File: src/pkg/sdrca_map.vh
// Constants for the SDR lane alignment block: states, codes and defaults.
// Assumes inclusion by bare name from the design files.
`ifndef SDRCA_MAP_VH
`define SDRCA_MAP_VH

// ****************************************************************
// AXI4-Lite register offsets
// ****************************************************************
`define SDRCA_CTRL_ADDR    8'h00
`define SDRCA_STATUS_ADDR  8'h04
`define SDRCA_TAP_ADDR     8'h08
`define SDRCA_WIDTH_ADDR   8'h0c

// ****************************************************************
// Field positions
// ****************************************************************
`define SDRCA_CTRL_START   0
`define SDRCA_ST_ALIGNED   0
`define SDRCA_ST_REQ       1
`define SDRCA_ST_STUCK     2
`define SDRCA_ST_LOCK_LSB  8

// ****************************************************************
// Reset values, encodings and parameter defaults
// ****************************************************************
`define SDRCA_CTRL_RESET   1'b0
`define SDRCA_SEQ_IDLE     2'b00
`define SDRCA_SEQ_ALIGN    2'b01
`define SDRCA_SEQ_DONE     2'b10
`define SDRCA_LANE_TOTAL   16
`define SDRCA_TAP_MAX      63
`define SDRCA_SETTLE       4
`define SDRCA_RESP_OKAY    2'b00
`define SDRCA_RESP_SLVERR  2'b10

`endif

File: src/hdl/sdrca_top.v
// Lane alignment sequencer and per-lane aligner with AXI4-Lite access.
// Assumes CLK_I is the received link clock divided by four, and
// LANE_SAMPLE_I are lane samples taken on one fixed receive clock edge.
`timescale 1ns/10ps
`include "sdrca_map.vh"

module sdrca_top #(
  parameter LANES   = `SDRCA_LANE_TOTAL,
  parameter TAP_MAX = `SDRCA_TAP_MAX,
  parameter SETTLE  = `SDRCA_SETTLE
) (
  input  wire        CLK_I,
  input  wire        RESET_I,
  input  wire [15:0] LANE_SAMPLE_I,
  output reg  [15:0] DELAY_STEP_O,
  output reg  [15:0] DELAY_UP_O,
  output reg         CLOCK_PATTERN_REQ_O,
  output reg         LANE_DONE_O,
  output reg         BEGIN_LANE_ALIGN_O,
  output reg  [4:0]  LANES_LOCKED_O,
  output reg         ALL_ALIGNED_O,
  input  wire [7:0]  S_AXI_AWADDR,
  input  wire        S_AXI_AWVALID,
  output reg         S_AXI_AWREADY,
  input  wire [31:0] S_AXI_WDATA,
  input  wire [3:0]  S_AXI_WSTRB,
  input  wire        S_AXI_WVALID,
  output reg         S_AXI_WREADY,
  output reg  [1:0]  S_AXI_BRESP,
  output reg         S_AXI_BVALID,
  input  wire        S_AXI_BREADY,
  input  wire [7:0]  S_AXI_ARADDR,
  input  wire        S_AXI_ARVALID,
  output reg         S_AXI_ARREADY,
  output reg  [31:0] S_AXI_RDATA,
  output reg  [1:0]  S_AXI_RRESP,
  output reg         S_AXI_RVALID,
  input  wire        S_AXI_RREADY
);

  // ****************************************************************
  // Local states
  // ****************************************************************
  localparam A_IDLE   = 3'd0;
  localparam A_RISE   = 3'd1;
  localparam A_FALL   = 3'd2;
  localparam A_BACK   = 3'd3;
  localparam A_FINISH = 3'd4;
  localparam A_STUCK  = 3'd5;

  // ****************************************************************
  // Sample synchronisers
  // ****************************************************************
  reg [15:0] smp1;
  reg [15:0] smp2;
  reg [15:0] smp3;
  reg [15:0] smp_ok;

  // A lane level counts only once the second and third stages agree.
  always @(posedge CLK_I)
  begin
    if (RESET_I)
    begin
      smp1   <= 16'h0000;
      smp2   <= 16'h0000;
      smp3   <= 16'h0000;
      smp_ok <= 16'h0000;
    end
    else
    begin
      smp1 <= LANE_SAMPLE_I;
      smp2 <= smp1;
      smp3 <= smp2;
      smp_ok <= (smp2 & smp3) | (smp_ok & (smp2 ^ smp3));
    end
  end

  // ****************************************************************
  // Control registers
  // ****************************************************************
  reg        start_req;
  reg        go;
  reg  [1:0] seq_state;
  reg  [2:0] al_state;
  reg  [5:0] tap;
  reg  [5:0] width;
  reg  [3:0] settle;
  reg        prev;
  reg        have_prev;
  wire [3:0] lane = LANES_LOCKED_O[3:0];
  wire       cur = smp_ok[lane];

  // ****************************************************************
  // Lane sequencer
  // ****************************************************************
  always @(posedge CLK_I)
  begin
    if (RESET_I)
    begin
      seq_state          <= `SDRCA_SEQ_IDLE;
      LANES_LOCKED_O     <= 5'h00;
      BEGIN_LANE_ALIGN_O <= 1'b0;
      ALL_ALIGNED_O      <= 1'b0;
    end
    else
    begin
      BEGIN_LANE_ALIGN_O <= 1'b0;
      ALL_ALIGNED_O <= (LANES_LOCKED_O == LANES[4:0]);
      case (seq_state)
        `SDRCA_SEQ_IDLE:
          if (go)
          begin
            seq_state          <= `SDRCA_SEQ_ALIGN;
            BEGIN_LANE_ALIGN_O <= 1'b1;
          end
        `SDRCA_SEQ_ALIGN:
          if (LANE_DONE_O && al_state == A_FINISH)
          begin
            LANES_LOCKED_O <= LANES_LOCKED_O + 5'h01;
            if (LANES_LOCKED_O != LANES[4:0] - 5'h01)
            begin
              BEGIN_LANE_ALIGN_O <= 1'b1;
            end
            else
            begin
              seq_state <= `SDRCA_SEQ_DONE;
            end
          end
        `SDRCA_SEQ_DONE:
          if (go)
          begin
            LANES_LOCKED_O     <= 5'h00;
            seq_state          <= `SDRCA_SEQ_ALIGN;
            BEGIN_LANE_ALIGN_O <= 1'b1;
          end
        default:
          seq_state <= `SDRCA_SEQ_IDLE;
      endcase
    end
  end

  // ****************************************************************
  // Per-lane aligner
  // ****************************************************************
  // Each rising and falling search step waits SETTLE cycles plus four for the sampler pipeline; back steps do not wait.
  always @(posedge CLK_I)
  begin
    if (RESET_I)
    begin
      al_state            <= A_IDLE;
      tap                 <= 6'h00;
      width               <= 6'h00;
      settle              <= 4'h0;
      prev                <= 1'b0;
      have_prev           <= 1'b0;
      DELAY_STEP_O        <= 16'h0000;
      DELAY_UP_O          <= 16'h0000;
      CLOCK_PATTERN_REQ_O <= 1'b0;
      LANE_DONE_O         <= 1'b0;
    end
    else
    begin
      DELAY_STEP_O <= 16'h0000;
      LANE_DONE_O  <= 1'b0;
      if (settle != 4'h0)
        settle <= settle - 4'h1;
      case (al_state)
        A_IDLE:
          if (BEGIN_LANE_ALIGN_O)
          begin
            CLOCK_PATTERN_REQ_O <= 1'b1;
            al_state  <= A_RISE;
            tap       <= 6'h00;
            width     <= 6'h00;
            have_prev <= 1'b0;
            settle    <= SETTLE[3:0] + 4'h4;
          end
        A_RISE, A_FALL:
          if (settle == 4'h0)
          begin
            prev      <= cur;
            have_prev <= 1'b1;
            if (have_prev && al_state == A_RISE && !prev && cur)
            begin
              al_state <= A_FALL;
            end
            else if (have_prev && al_state == A_FALL && prev && !cur)
            begin
              al_state <= A_BACK;
              settle   <= 4'h0;
            end
            else if (tap == TAP_MAX[5:0])
            begin
              al_state <= A_STUCK;
            end
            if (!(have_prev && al_state == A_FALL && prev && !cur) &&
                tap != TAP_MAX[5:0])
            begin
              tap                <= tap + 6'h01;
              DELAY_STEP_O[lane] <= 1'b1;
              DELAY_UP_O[lane]   <= 1'b1;
              settle             <= SETTLE[3:0] + 4'h4;
              if (al_state == A_FALL || (have_prev && !prev && cur))
                width <= width + 6'h01;
            end
          end
        A_BACK:
          if (width[5:1] != 5'h00)
          begin
            width              <= width - 6'h02;
            tap                <= tap - 6'h01;
            DELAY_STEP_O[lane] <= 1'b1;
            DELAY_UP_O[lane]   <= 1'b0;
          end
          else
          begin
            al_state    <= A_FINISH;
            LANE_DONE_O <= 1'b1;
          end
        A_FINISH:
          begin
            al_state <= A_IDLE;
            if (lane == 4'hf || LANES_LOCKED_O + 5'h01 == LANES[4:0])
              CLOCK_PATTERN_REQ_O <= 1'b0;
          end
        A_STUCK:
          al_state <= A_STUCK;
        default:
          al_state <= A_IDLE;
      endcase
    end
  end

  // ****************************************************************
  // AXI4-Lite slave
  // ****************************************************************
  reg        aw_hold;
  reg        w_hold;
  reg [7:0]  aw_addr;
  reg [31:0] w_data;
  reg [3:0]  w_strb;

  always @(posedge CLK_I)
  begin
    if (RESET_I)
    begin
      aw_hold       <= 1'b0;
      w_hold        <= 1'b0;
      aw_addr       <= 8'h00;
      w_data        <= 32'h00000000;
      w_strb        <= 4'h0;
      S_AXI_AWREADY <= 1'b0;
      S_AXI_WREADY  <= 1'b0;
      S_AXI_BVALID  <= 1'b0;
      S_AXI_BRESP   <= `SDRCA_RESP_OKAY;
      start_req     <= `SDRCA_CTRL_RESET;
      go            <= 1'b0;
    end
    else
    begin
      go            <= 1'b0;
      S_AXI_AWREADY <= !aw_hold && !S_AXI_AWREADY && !S_AXI_BVALID;
      S_AXI_WREADY  <= !w_hold && !S_AXI_WREADY && !S_AXI_BVALID;
      if (S_AXI_AWVALID && S_AXI_AWREADY)
      begin
        aw_hold       <= 1'b1;
        aw_addr       <= S_AXI_AWADDR;
        S_AXI_AWREADY <= 1'b0;
      end
      if (S_AXI_WVALID && S_AXI_WREADY)
      begin
        w_hold       <= 1'b1;
        w_data       <= S_AXI_WDATA;
        w_strb       <= S_AXI_WSTRB;
        S_AXI_WREADY <= 1'b0;
      end
      if (aw_hold && w_hold && !S_AXI_BVALID)
      begin
        aw_hold      <= 1'b0;
        w_hold       <= 1'b0;
        S_AXI_BVALID <= 1'b1;
        S_AXI_BRESP  <= `SDRCA_RESP_OKAY;
        if (aw_addr == `SDRCA_CTRL_ADDR)
        begin
          if (w_strb[0])
          begin
            start_req <= w_data[`SDRCA_CTRL_START];
            go        <= w_data[`SDRCA_CTRL_START];
          end
        end
        else if (aw_addr != `SDRCA_STATUS_ADDR &&
                 aw_addr != `SDRCA_TAP_ADDR &&
                 aw_addr != `SDRCA_WIDTH_ADDR)
          S_AXI_BRESP <= `SDRCA_RESP_SLVERR;
      end
      else if (S_AXI_BVALID && S_AXI_BREADY)
        S_AXI_BVALID <= 1'b0;
    end
  end

  always @(posedge CLK_I)
  begin
    if (RESET_I)
    begin
      S_AXI_ARREADY <= 1'b0;
      S_AXI_RVALID  <= 1'b0;
      S_AXI_RDATA   <= 32'h00000000;
      S_AXI_RRESP   <= `SDRCA_RESP_OKAY;
    end
    else
    begin
      S_AXI_ARREADY <= !S_AXI_ARREADY && !S_AXI_RVALID;
      if (S_AXI_ARVALID && S_AXI_ARREADY)
      begin
        S_AXI_ARREADY <= 1'b0;
        S_AXI_RVALID  <= 1'b1;
        S_AXI_RRESP   <= `SDRCA_RESP_OKAY;
        S_AXI_RDATA   <= 32'h00000000;
        case (S_AXI_ARADDR)
          `SDRCA_CTRL_ADDR:
            S_AXI_RDATA[`SDRCA_CTRL_START] <= start_req;
          `SDRCA_STATUS_ADDR:
          begin
            S_AXI_RDATA[`SDRCA_ST_ALIGNED] <= ALL_ALIGNED_O;
            S_AXI_RDATA[`SDRCA_ST_REQ]     <= CLOCK_PATTERN_REQ_O;
            S_AXI_RDATA[`SDRCA_ST_STUCK]   <= (al_state == A_STUCK);
            S_AXI_RDATA[`SDRCA_ST_LOCK_LSB+4:`SDRCA_ST_LOCK_LSB] <=
              LANES_LOCKED_O;
          end
          `SDRCA_TAP_ADDR:
            S_AXI_RDATA[5:0] <= tap;
          `SDRCA_WIDTH_ADDR:
            S_AXI_RDATA[5:0] <= width;
          default:
            S_AXI_RRESP <= `SDRCA_RESP_SLVERR;
        endcase
      end
      else if (S_AXI_RVALID && S_AXI_RREADY)
        S_AXI_RVALID <= 1'b0;
    end
  end

endmodule

File: config.mk
export PLATFORM = sky130hd
export DESIGN_NAME = sdrca_top
export DESIGN_NICKNAME = d
export VERILOG_FILES = /design/src/hdl/sdrca_top.v
export VERILOG_INCLUDE_DIRS = /design/src /design/src/pkg
export SDC_FILE = /design/constraint.sdc
export NUM_CORES = 1
export LEC_CHECK = 0
export ABC_CLOCK_PERIOD_IN_PS = 3800
export BUFFER_PORTS_ARGS = -buffer_cell sky130_fd_sc_hd__buf_2
export CAP_MARGIN = 20
export CORE_UTILIZATION = 45
export CTS_BUF_LIST = sky130_fd_sc_hd__clkbuf_4
export CTS_CLUSTER_SIZE = 40
export DETAILED_ROUTE_END_ITERATION = 6
export MAX_ROUTING_LAYER = met4
export PLACE_DENSITY = 0.7
export SYNTH_ARGS = -nofsm -noshare
export SYNTH_HDL_FRONTEND = slang
export SYNTH_SLANG_ARGS = --single-unit
File: constraint.sdc
create_clock -name CLK_I -period 3.8 [get_ports CLK_I]
set_clock_uncertainty 0.1 [all_clocks]
set_input_delay 0.38 -clock CLK_I [delete_from_list [all_inputs] [get_ports CLK_I]]
set_output_delay 0.38 -clock CLK_I [all_outputs]
set_load 0.02 [all_outputs]
==> results of run 1 <==
## power groups by stage
stage	Clock, mW	Combinational, mW	Sequential, mW
after floorplan	0	0.215	1.80
after CTS	1.02	0.301	1.76
final	0.981	0.303	1.76
after global routing	1.09	0.336	1.77
after detailed placement	0	0.271	1.80
after global placement	0	0.268	1.80
## sequential cells by signal, summed over array words and instances, names as in the netlist, 6 cells and up, named ones only
| register | flops |
|---|---|
| S_AXI_RDATA | 11 |
| DELAY_STEP_O | 16 |
| smp2 | 16 |
| aw_addr | 8 |
| smp_ok | 16 |
| smp1 | 16 |
| tap | 6 |
| smp3 | 16 |
| width | 6 |
## through the flow
step                area [µm²]  hold slack (ns)  cells  total power [mW]
detailed placement        7270            0.321    983              2.07
finish                    7930           0.0607   1053              3.05
global placement          7270            0.316    983              2.07
floorplan                 6870            0.314    767              2.01
global route              7930           0.0415   1053              3.20
CTS                       7930         0.000819   1053              3.09
## cell families after synthesis
logic type      count (synthesis)
mux                            18
other cells                     1
simple gates                  282
xor+xnor                       10
compound gates                153
buf+inv                        91
fa+ha+maj                      30
flops                         160
## cell type report
| cell class | count | area share (%) |
|---|---|---|
| clock buffers | 18 | 1.70 |
| clock inverters | 14 | 1.78 |
| inverters | 15 | 0.710 |
| multi-input cells | 516 | 40.6 |
| flip-flops and latches | 160 | 40.4 |
| well taps | 184 | 2.90 |
| repair buffers | 146 | 11.9 |
## synth_stat cells (6+ instances only)
cell type  instances  share of area [%]
xnor2_1            6               0.77
dfxtp_1          160                 47
buf_4             23                2.5
a21oi_1           57                4.2
a211oi_1           7               0.77
buf_2              9               0.66
nor4_1             7               0.65
clkbuf_1          32                1.8
ha_1              29                5.3
nor2b_1           53                4.9
buf_1             11               0.61
nand4_1            9               0.83
a22oi_1           12                1.3
nand3_1           24                1.8
inv_1             15               0.83
mux2i_1           14                2.1
nor2_1            85                4.7
or3_1              6               0.55
nand2_1           35                1.9
a22o_1            17                2.2
nor3_1            33                2.4
a31oi_1           20                1.8
o21ai_0           11               0.81
## layer usage
| metal | wire [µm] | up-vias | global-route usage (%) |
|---|---|---|---|
| li1 | - | 2801 | - |
| met1 | 6540 | 2526 | 23.5 |
| met2 | 6330 | 157 | 29.0 |
| met3 | 765 | 14 | 4.94 |
| met4 | 171 | 0 | 6.75 |
| met5 | 0 | - | - |
## critical path: cells and delay by family, from the launching register on
kind	cells	cell delay, ns
AO/OA/AOI/OAI	3	1.10
buffers and inverters	1	0.26
flip-flops	1	0.69
multiplexers	1	0.08
AND/OR/NAND/NOR	2	0.70
## worst paths after layout
path	from	end
min reg2reg	smp1[1]	smp2[1]
max	LANES_LOCKED_O[1]	DELAY_STEP_O[14]
min	S_AXI_AWVALID	aw_addr[2]
max reg2reg	LANES_LOCKED_O[1]	DELAY_STEP_O[14]
## what timing repair did
| action | CTS | global route |
|---|---|---|
| hold buffers | 38 | 0 |
| hold endpoints to repair | 30 | 0 |
| setup buffers | 0 | 0 |
==> out/results.tsv, run 1 <==
stage	metric	value	unit
grt	grt_max_degree	105	
layout	layout_commonest_cell	dfxtp_1	
yosys	ys_types	61	
timing	fin_tns_setup	0	ns
critical_path	path_cells	buf_4, mux2i_1, a22oi_1, a311oi_2, o31ai_4, nand4_2, nor2_1	
floorplan	die_h	125	µm
drt	via_per_inst	5.22	
clocking	clock-sinks	160	
floorplan	die_w	125	µm
floorplan	core	14600	µm²
drt	ant_nets	0	
power_and_ir_drop	clkPwrFrac	32.2	%
yosys	ys_seq_area_share	47.2	%
clocking	cts_tree	built	
yosys	synth.avg_cell_area	9.11	µm²
layout	multi_input_area	3220	µm²
floorplan	ioPinCount	157	
power_and_ir_drop	pwr-share-comb	9.9	%
drt	wl_per_cell	13.1	µm
power_and_ir_drop	p_sw_share	25.6	%
min_path	hold_class	in2reg	
layout	area_delta_synth_final	16.9	%
drt	drc	22	
power_and_ir_drop	power_density	384	nW/µm²
yosys	async_flop_share	0	%
grt	antenna_found_initial	0	
yosys	postSynthCellCount	745	
critical_path	arrival	3.38	ns
critical_path	cp_slowest_cell	dfxtp_1	
drt	num_vias	5498	
timing	setup_slack	0.803	ns
placed_design	place.gp.congestion	0.856	
yosys	synth-seq-cells	160	
placed_design	dp_hpwl	9.04	mm
layout	n_fill_cell	1308	
critical_path	r2r_cells	7	
critical_path	slowest_delay	0.69	ns
yosys	synth-main-ff-cell	dfxtp_1	
timing	hold_viol_final	0	
timing	worst_pin_slew	1.02	ns
timing	rsz0062_at_grt	false	
yosys	synth_compound_area_share	15.1	%
job	drv_cap	0	
critical_path	worstPathMaxFanout	16	
placed_design	port_buffers	99	
yosys	synthAdderAreaFrac	5.64	%
power_and_ir_drop	power_switching	780	µW
clocking	numCtsBuffers	17	
yosys	synth_simple_gate_area_share	21.1	%
yosys	yosys_warnings	0	
clocking	cts_root_buf	clkbuf_4	
power_and_ir_drop	ir_drop	0.000217	V
critical_path	criticalPathCategory	reg2reg	
layout	final_core_util	54.1	%
floorplan	rows	44	
grt	grt_pass1_vias	4806	
outcome	violations	design-rule violations	
power_and_ir_drop	p_leak	3.30	nW
clocking	post_cts_resized	0	
timing	max_freq	0.334	GHz
critical_path	cp-end-kind	register	
power_and_ir_drop	power_frac_seq	57.9	%
critical_path	crit_required	4.18	ns
yosys	synth_top_family_by_area	simple AND/OR/NAND/NOR gates	
floorplan	dieArea	15600	µm²
timing	layout_min_cycle_time	3.00	ns
floorplan	start_util	46.3	%
min_path	min_path_cells	3	
placed_design	place_ws	0.806	ns
layout	n_antenna_cell	0	
grt	grt_use_total	18.7	%
layout	drive_gt1_share	17.7	%
grt	overflow	0	
layout	layout_common_cells	dfxtp_1 (160), buf_2 (98), nor2_1 (85)	
timing	post-route-period-util	78.9	%
clocking	clk_pin_slew	0.14	ns
critical_path	reg2reg_setup_slack	0.80	ns
layout	seq_area	3200	µm²
outcome	status	complete, but fails checks	
power_and_ir_drop	intPower	2.27	mW
yosys	synthMuxAreaShare	3.06	%
drt	first_iter_violations	303	
critical_path	cp-start-kind	register	
drt	firstDrtPassIters	6	
timing	finalMaxSlewViolations	0	
clocking	htreeDepth	4	
grt	grt_pass1_wl	23.0	mm
layout	nets	961	
timing	setup_viol	0	
yosys	synth_edf_count	0	
clocking	cts_buffer_depth	2	
yosys	synth_xor_area_share	1.29	%
timing	maxSlewHeadroom	32.2	%
clocking	clk_latency	0.56	ns
yosys	synth_area	6780	µm²
drt	wirelength	13.8	mm
Note: power is estimated with default switching activity, not from simulation.
==> run 2: changes to the inputs <==
Settings changed: ABC_AREA from default to 1, ABC_CLOCK_PERIOD_IN_PS 3800 to 3100, PLACE_DENSITY 0.7 to 0.69.
Clock period 3.8 ns to 3.1 ns, I/O delays scaled along.
==> out/results.tsv, run 2 <==
stage	metric	value	unit	change
grt	grt_pass1_wl	23.9	mm	+3.7%
yosys	synth-seq-cells	160		unchanged
min_path	hold_path_end	S_AXI_RDATA[0]		
floorplan	start_util	46.2	%	-0.096 points
yosys	synth_edf_count	0		unchanged
critical_path	reg2reg_setup_slack	0.74	ns	-0.06 ns
critical_path	crit_required	3.40	ns	-0.78 ns
min_path	hold_start	S_AXI_ARVALID		
clocking	clock-sinks	160		unchanged
critical_path	worstPathMaxFanout	9		-7
timing	worst_pin_slew	1.06	ns	+0.0437 ns
yosys	synth_common_cells	nor2_1 (163), dfxtp_1 (160), inv_1 (127)		
yosys	synth_area_leaders	dfxtp_1 (46%), nor2_1 (8.7%), inv_1 (6.8%), nand2_1 (6.6%), ha_1 (5.2%)		
yosys	synth-main-ff-cell	dfxtp_1		
min_path	min_path_cells	4		+1
floorplan	core	15200	µm²	+3.8%
yosys	synth_area	7030	µm²	+3.6%
clocking	post_cts_resized	0		unchanged
timing	hold_viol_final	0		unchanged
yosys	async_flop_share	0	%	unchanged
clocking	cts_buffer_depth	2		unchanged
floorplan	die_w	127	µm	+1.8%
grt	grt_max_degree	100		-4.8%
drt	num_vias	5743		+4.5%
critical_path	criticalPathCategory	reg2reg		
clocking	cts_tree	built		
clocking	clk_pin_slew	0.13	ns	about the same
floorplan	die_h	127	µm	+1.8%
grt	antenna_found_initial	1		+1
timing	layout_min_cycle_time	2.36	ns	-0.640 ns
drt	drc	0		-100%
placed_design	place_ws	0.791	ns	-0.0148 ns
grt	grt_use_total	19.1	%	+0.37 points
critical_path	rr_startpoint	LANES_LOCKED_O[2]		
power_and_ir_drop	ir_drop	0.000293	V	+35%
timing	rsz0062_at_grt	false		
yosys	yosysMostFrequentCell	nor2_1		
layout	drive_gt1_share	18.8	%	+1.0 points
yosys	ys_types	43		-30%
layout	n_fill_cell	1445		+10%
layout	layout_common_cells	nor2_1 (163), dfxtp_1 (160), inv_1 (127)		
timing	fin_tns_setup	0	ns	unchanged
drt	ant_nets	0		unchanged
power_and_ir_drop	p_leak	3.90	nW	+18%
floorplan	rows	45		+2.3%
drt	wirelength	14.1	mm	+2.2%
timing	finalMaxSlewViolations	0		unchanged
critical_path	r2r_cells	7		unchanged
timing	max_freq	0.424	GHz	+27%
clocking	cts_root_buf	clkbuf_4		
clocking	ctsHoldBuffers	31		-18%
power_and_ir_drop	power_density	582	nW/µm²	+51%
yosys	synth.avg_cell_area	7.76	µm²	-15%
drt	first_iter_violations	314		+3.6%
yosys	yosys.area.top_type	dfxtp_1		
grt	overflow	0		unchanged
yosys	yosysTopAreaCellShare	45.6	%	-1.6 points
critical_path	r2r_end	CLOCK_PATTERN_REQ_O		
timing	maxSlewHeadroom	29.3	%	-2.9 points
layout	layout_commonest_cell	nor2_1		
yosys	yosys_warnings	0		unchanged
placed_design	place.gp.congestion	0.855		about the same
drt	via_per_inst	4.67		-11%
drt	wl_per_cell	11.5	µm	-12%
grt	grt_pass1_vias	5279		+9.8%
drt	firstDrtPassIters	4		-2
floorplan	ioPinCount	157		unchanged
clocking	clk_latency	0.56	ns	about the same
clocking	htreeDepth	4		unchanged
timing	post-route-period-util	76.0	%	-2.8 points
outcome	status	finished, final reports clean		
yosys	postSynthCellCount	906		+22%
timing	setup_slack	0.743	ns	-0.0602 ns
power_and_ir_drop	total_power	4.78	mW	+57%
critical_path	cp-start-kind	register		
placed_design	dp_hpwl	9.62	mm	+6.4%
yosys	ys_seq_area_share	45.6	%	-1.6 points
min_path	hold_class	in2reg		
layout	nets	1133		+18%
layout	area_delta_synth_final	16.7	%	
job	drv_cap	0		unchanged
timing	fin_hold_ws	0.0766	ns	+0.0160 ns
clocking	post_cts_buffers	0		unchanged
clocking	numCtsBuffers	17		unchanged
critical_path	arrival	2.66	ns	-0.72 ns
timing	setup_viol	0		unchanged
placed_design	port_buffers	99		unchanged
floorplan	dieArea	16100	µm²	+3.5%
critical_path	cp-end-kind	register		
## run 2: cells by family (layout without fill, tap and decap cells)
logic type	after synthesis	in the layout	synth area share [%]
xor+xnor	7	7	0.872
buf+inv	192	304	12.0
fa+ha+maj	30	30	5.45
compound gates	121	121	9.74
other cells	1	24	0.0534
simple gates	395	395	26.3
flops	160	160	45.6
## run 2: power breakdown
part | internal, mW | switching, mW
registers | 2.18 | 0.0948
logic | 0.355 | 0.688
clock network | 0.718 | 0.740
## run 2: routing by layer
| layer | wire length (µm) | global-route usage [%] |
|---|---|---|
| met2 | 6580 | 30.9 |
| met5 | 0 | - |
| met4 | 163 | 5.81 |
| met1 | 6700 | 23.2 |
| met3 | 661 | 5.32 |
## run 2: final cells by class
cell class              instances  area, µm²  share of cell area [%]
flip-flops and latches        160       3200                    39.0
multi-input cells             576       3060                    37.3
repair buffers                133        831                    10.1
inverters                     140        528                    6.44
well taps                     188        235                    2.87
clock inverters                14        213                    2.59
clock buffers                  17        128                    1.56
diodes                          1       2.50                  0.0305
## run 2: worst max path at each step
| stage | start | end | slack (ns) |
|---|---|---|---|
| CTS | LANES_LOCKED_O[2] | CLOCK_PATTERN_REQ_O | 0.76 |
| finish | LANES_LOCKED_O[2] | CLOCK_PATTERN_REQ_O | 0.74 |
| floorplan | LANES_LOCKED_O[0] | CLOCK_PATTERN_REQ_O | 1.04 |
| detailed placement | LANES_LOCKED_O[2] | CLOCK_PATTERN_REQ_O | 0.79 |
| global route | al_state[1] | tap[4] | 0.56 |
| global placement | LANES_LOCKED_O[2] | CLOCK_PATTERN_REQ_O | 0.79 |
## run 2: through the flow
stage	instances	util [%]	instance area [µm²]
floorplan	928	-	7110
global placement	1166	49.7	7550
detailed placement	1166	49.7	7550
CTS	1228	54.0	8200
global route	1229	54.0	8200
finish	1229	54.0	8200
## run 2: worst max-delay path: stages (launching register included)
cell	delay (ns)
dfxtp_1	0.52
nand2_1	0.26
nor2_1	0.28
ha_1	0.30
o311ai_0	0.49
nand3_1	0.12
nand2_1	0.08
a21oi_1	0.05
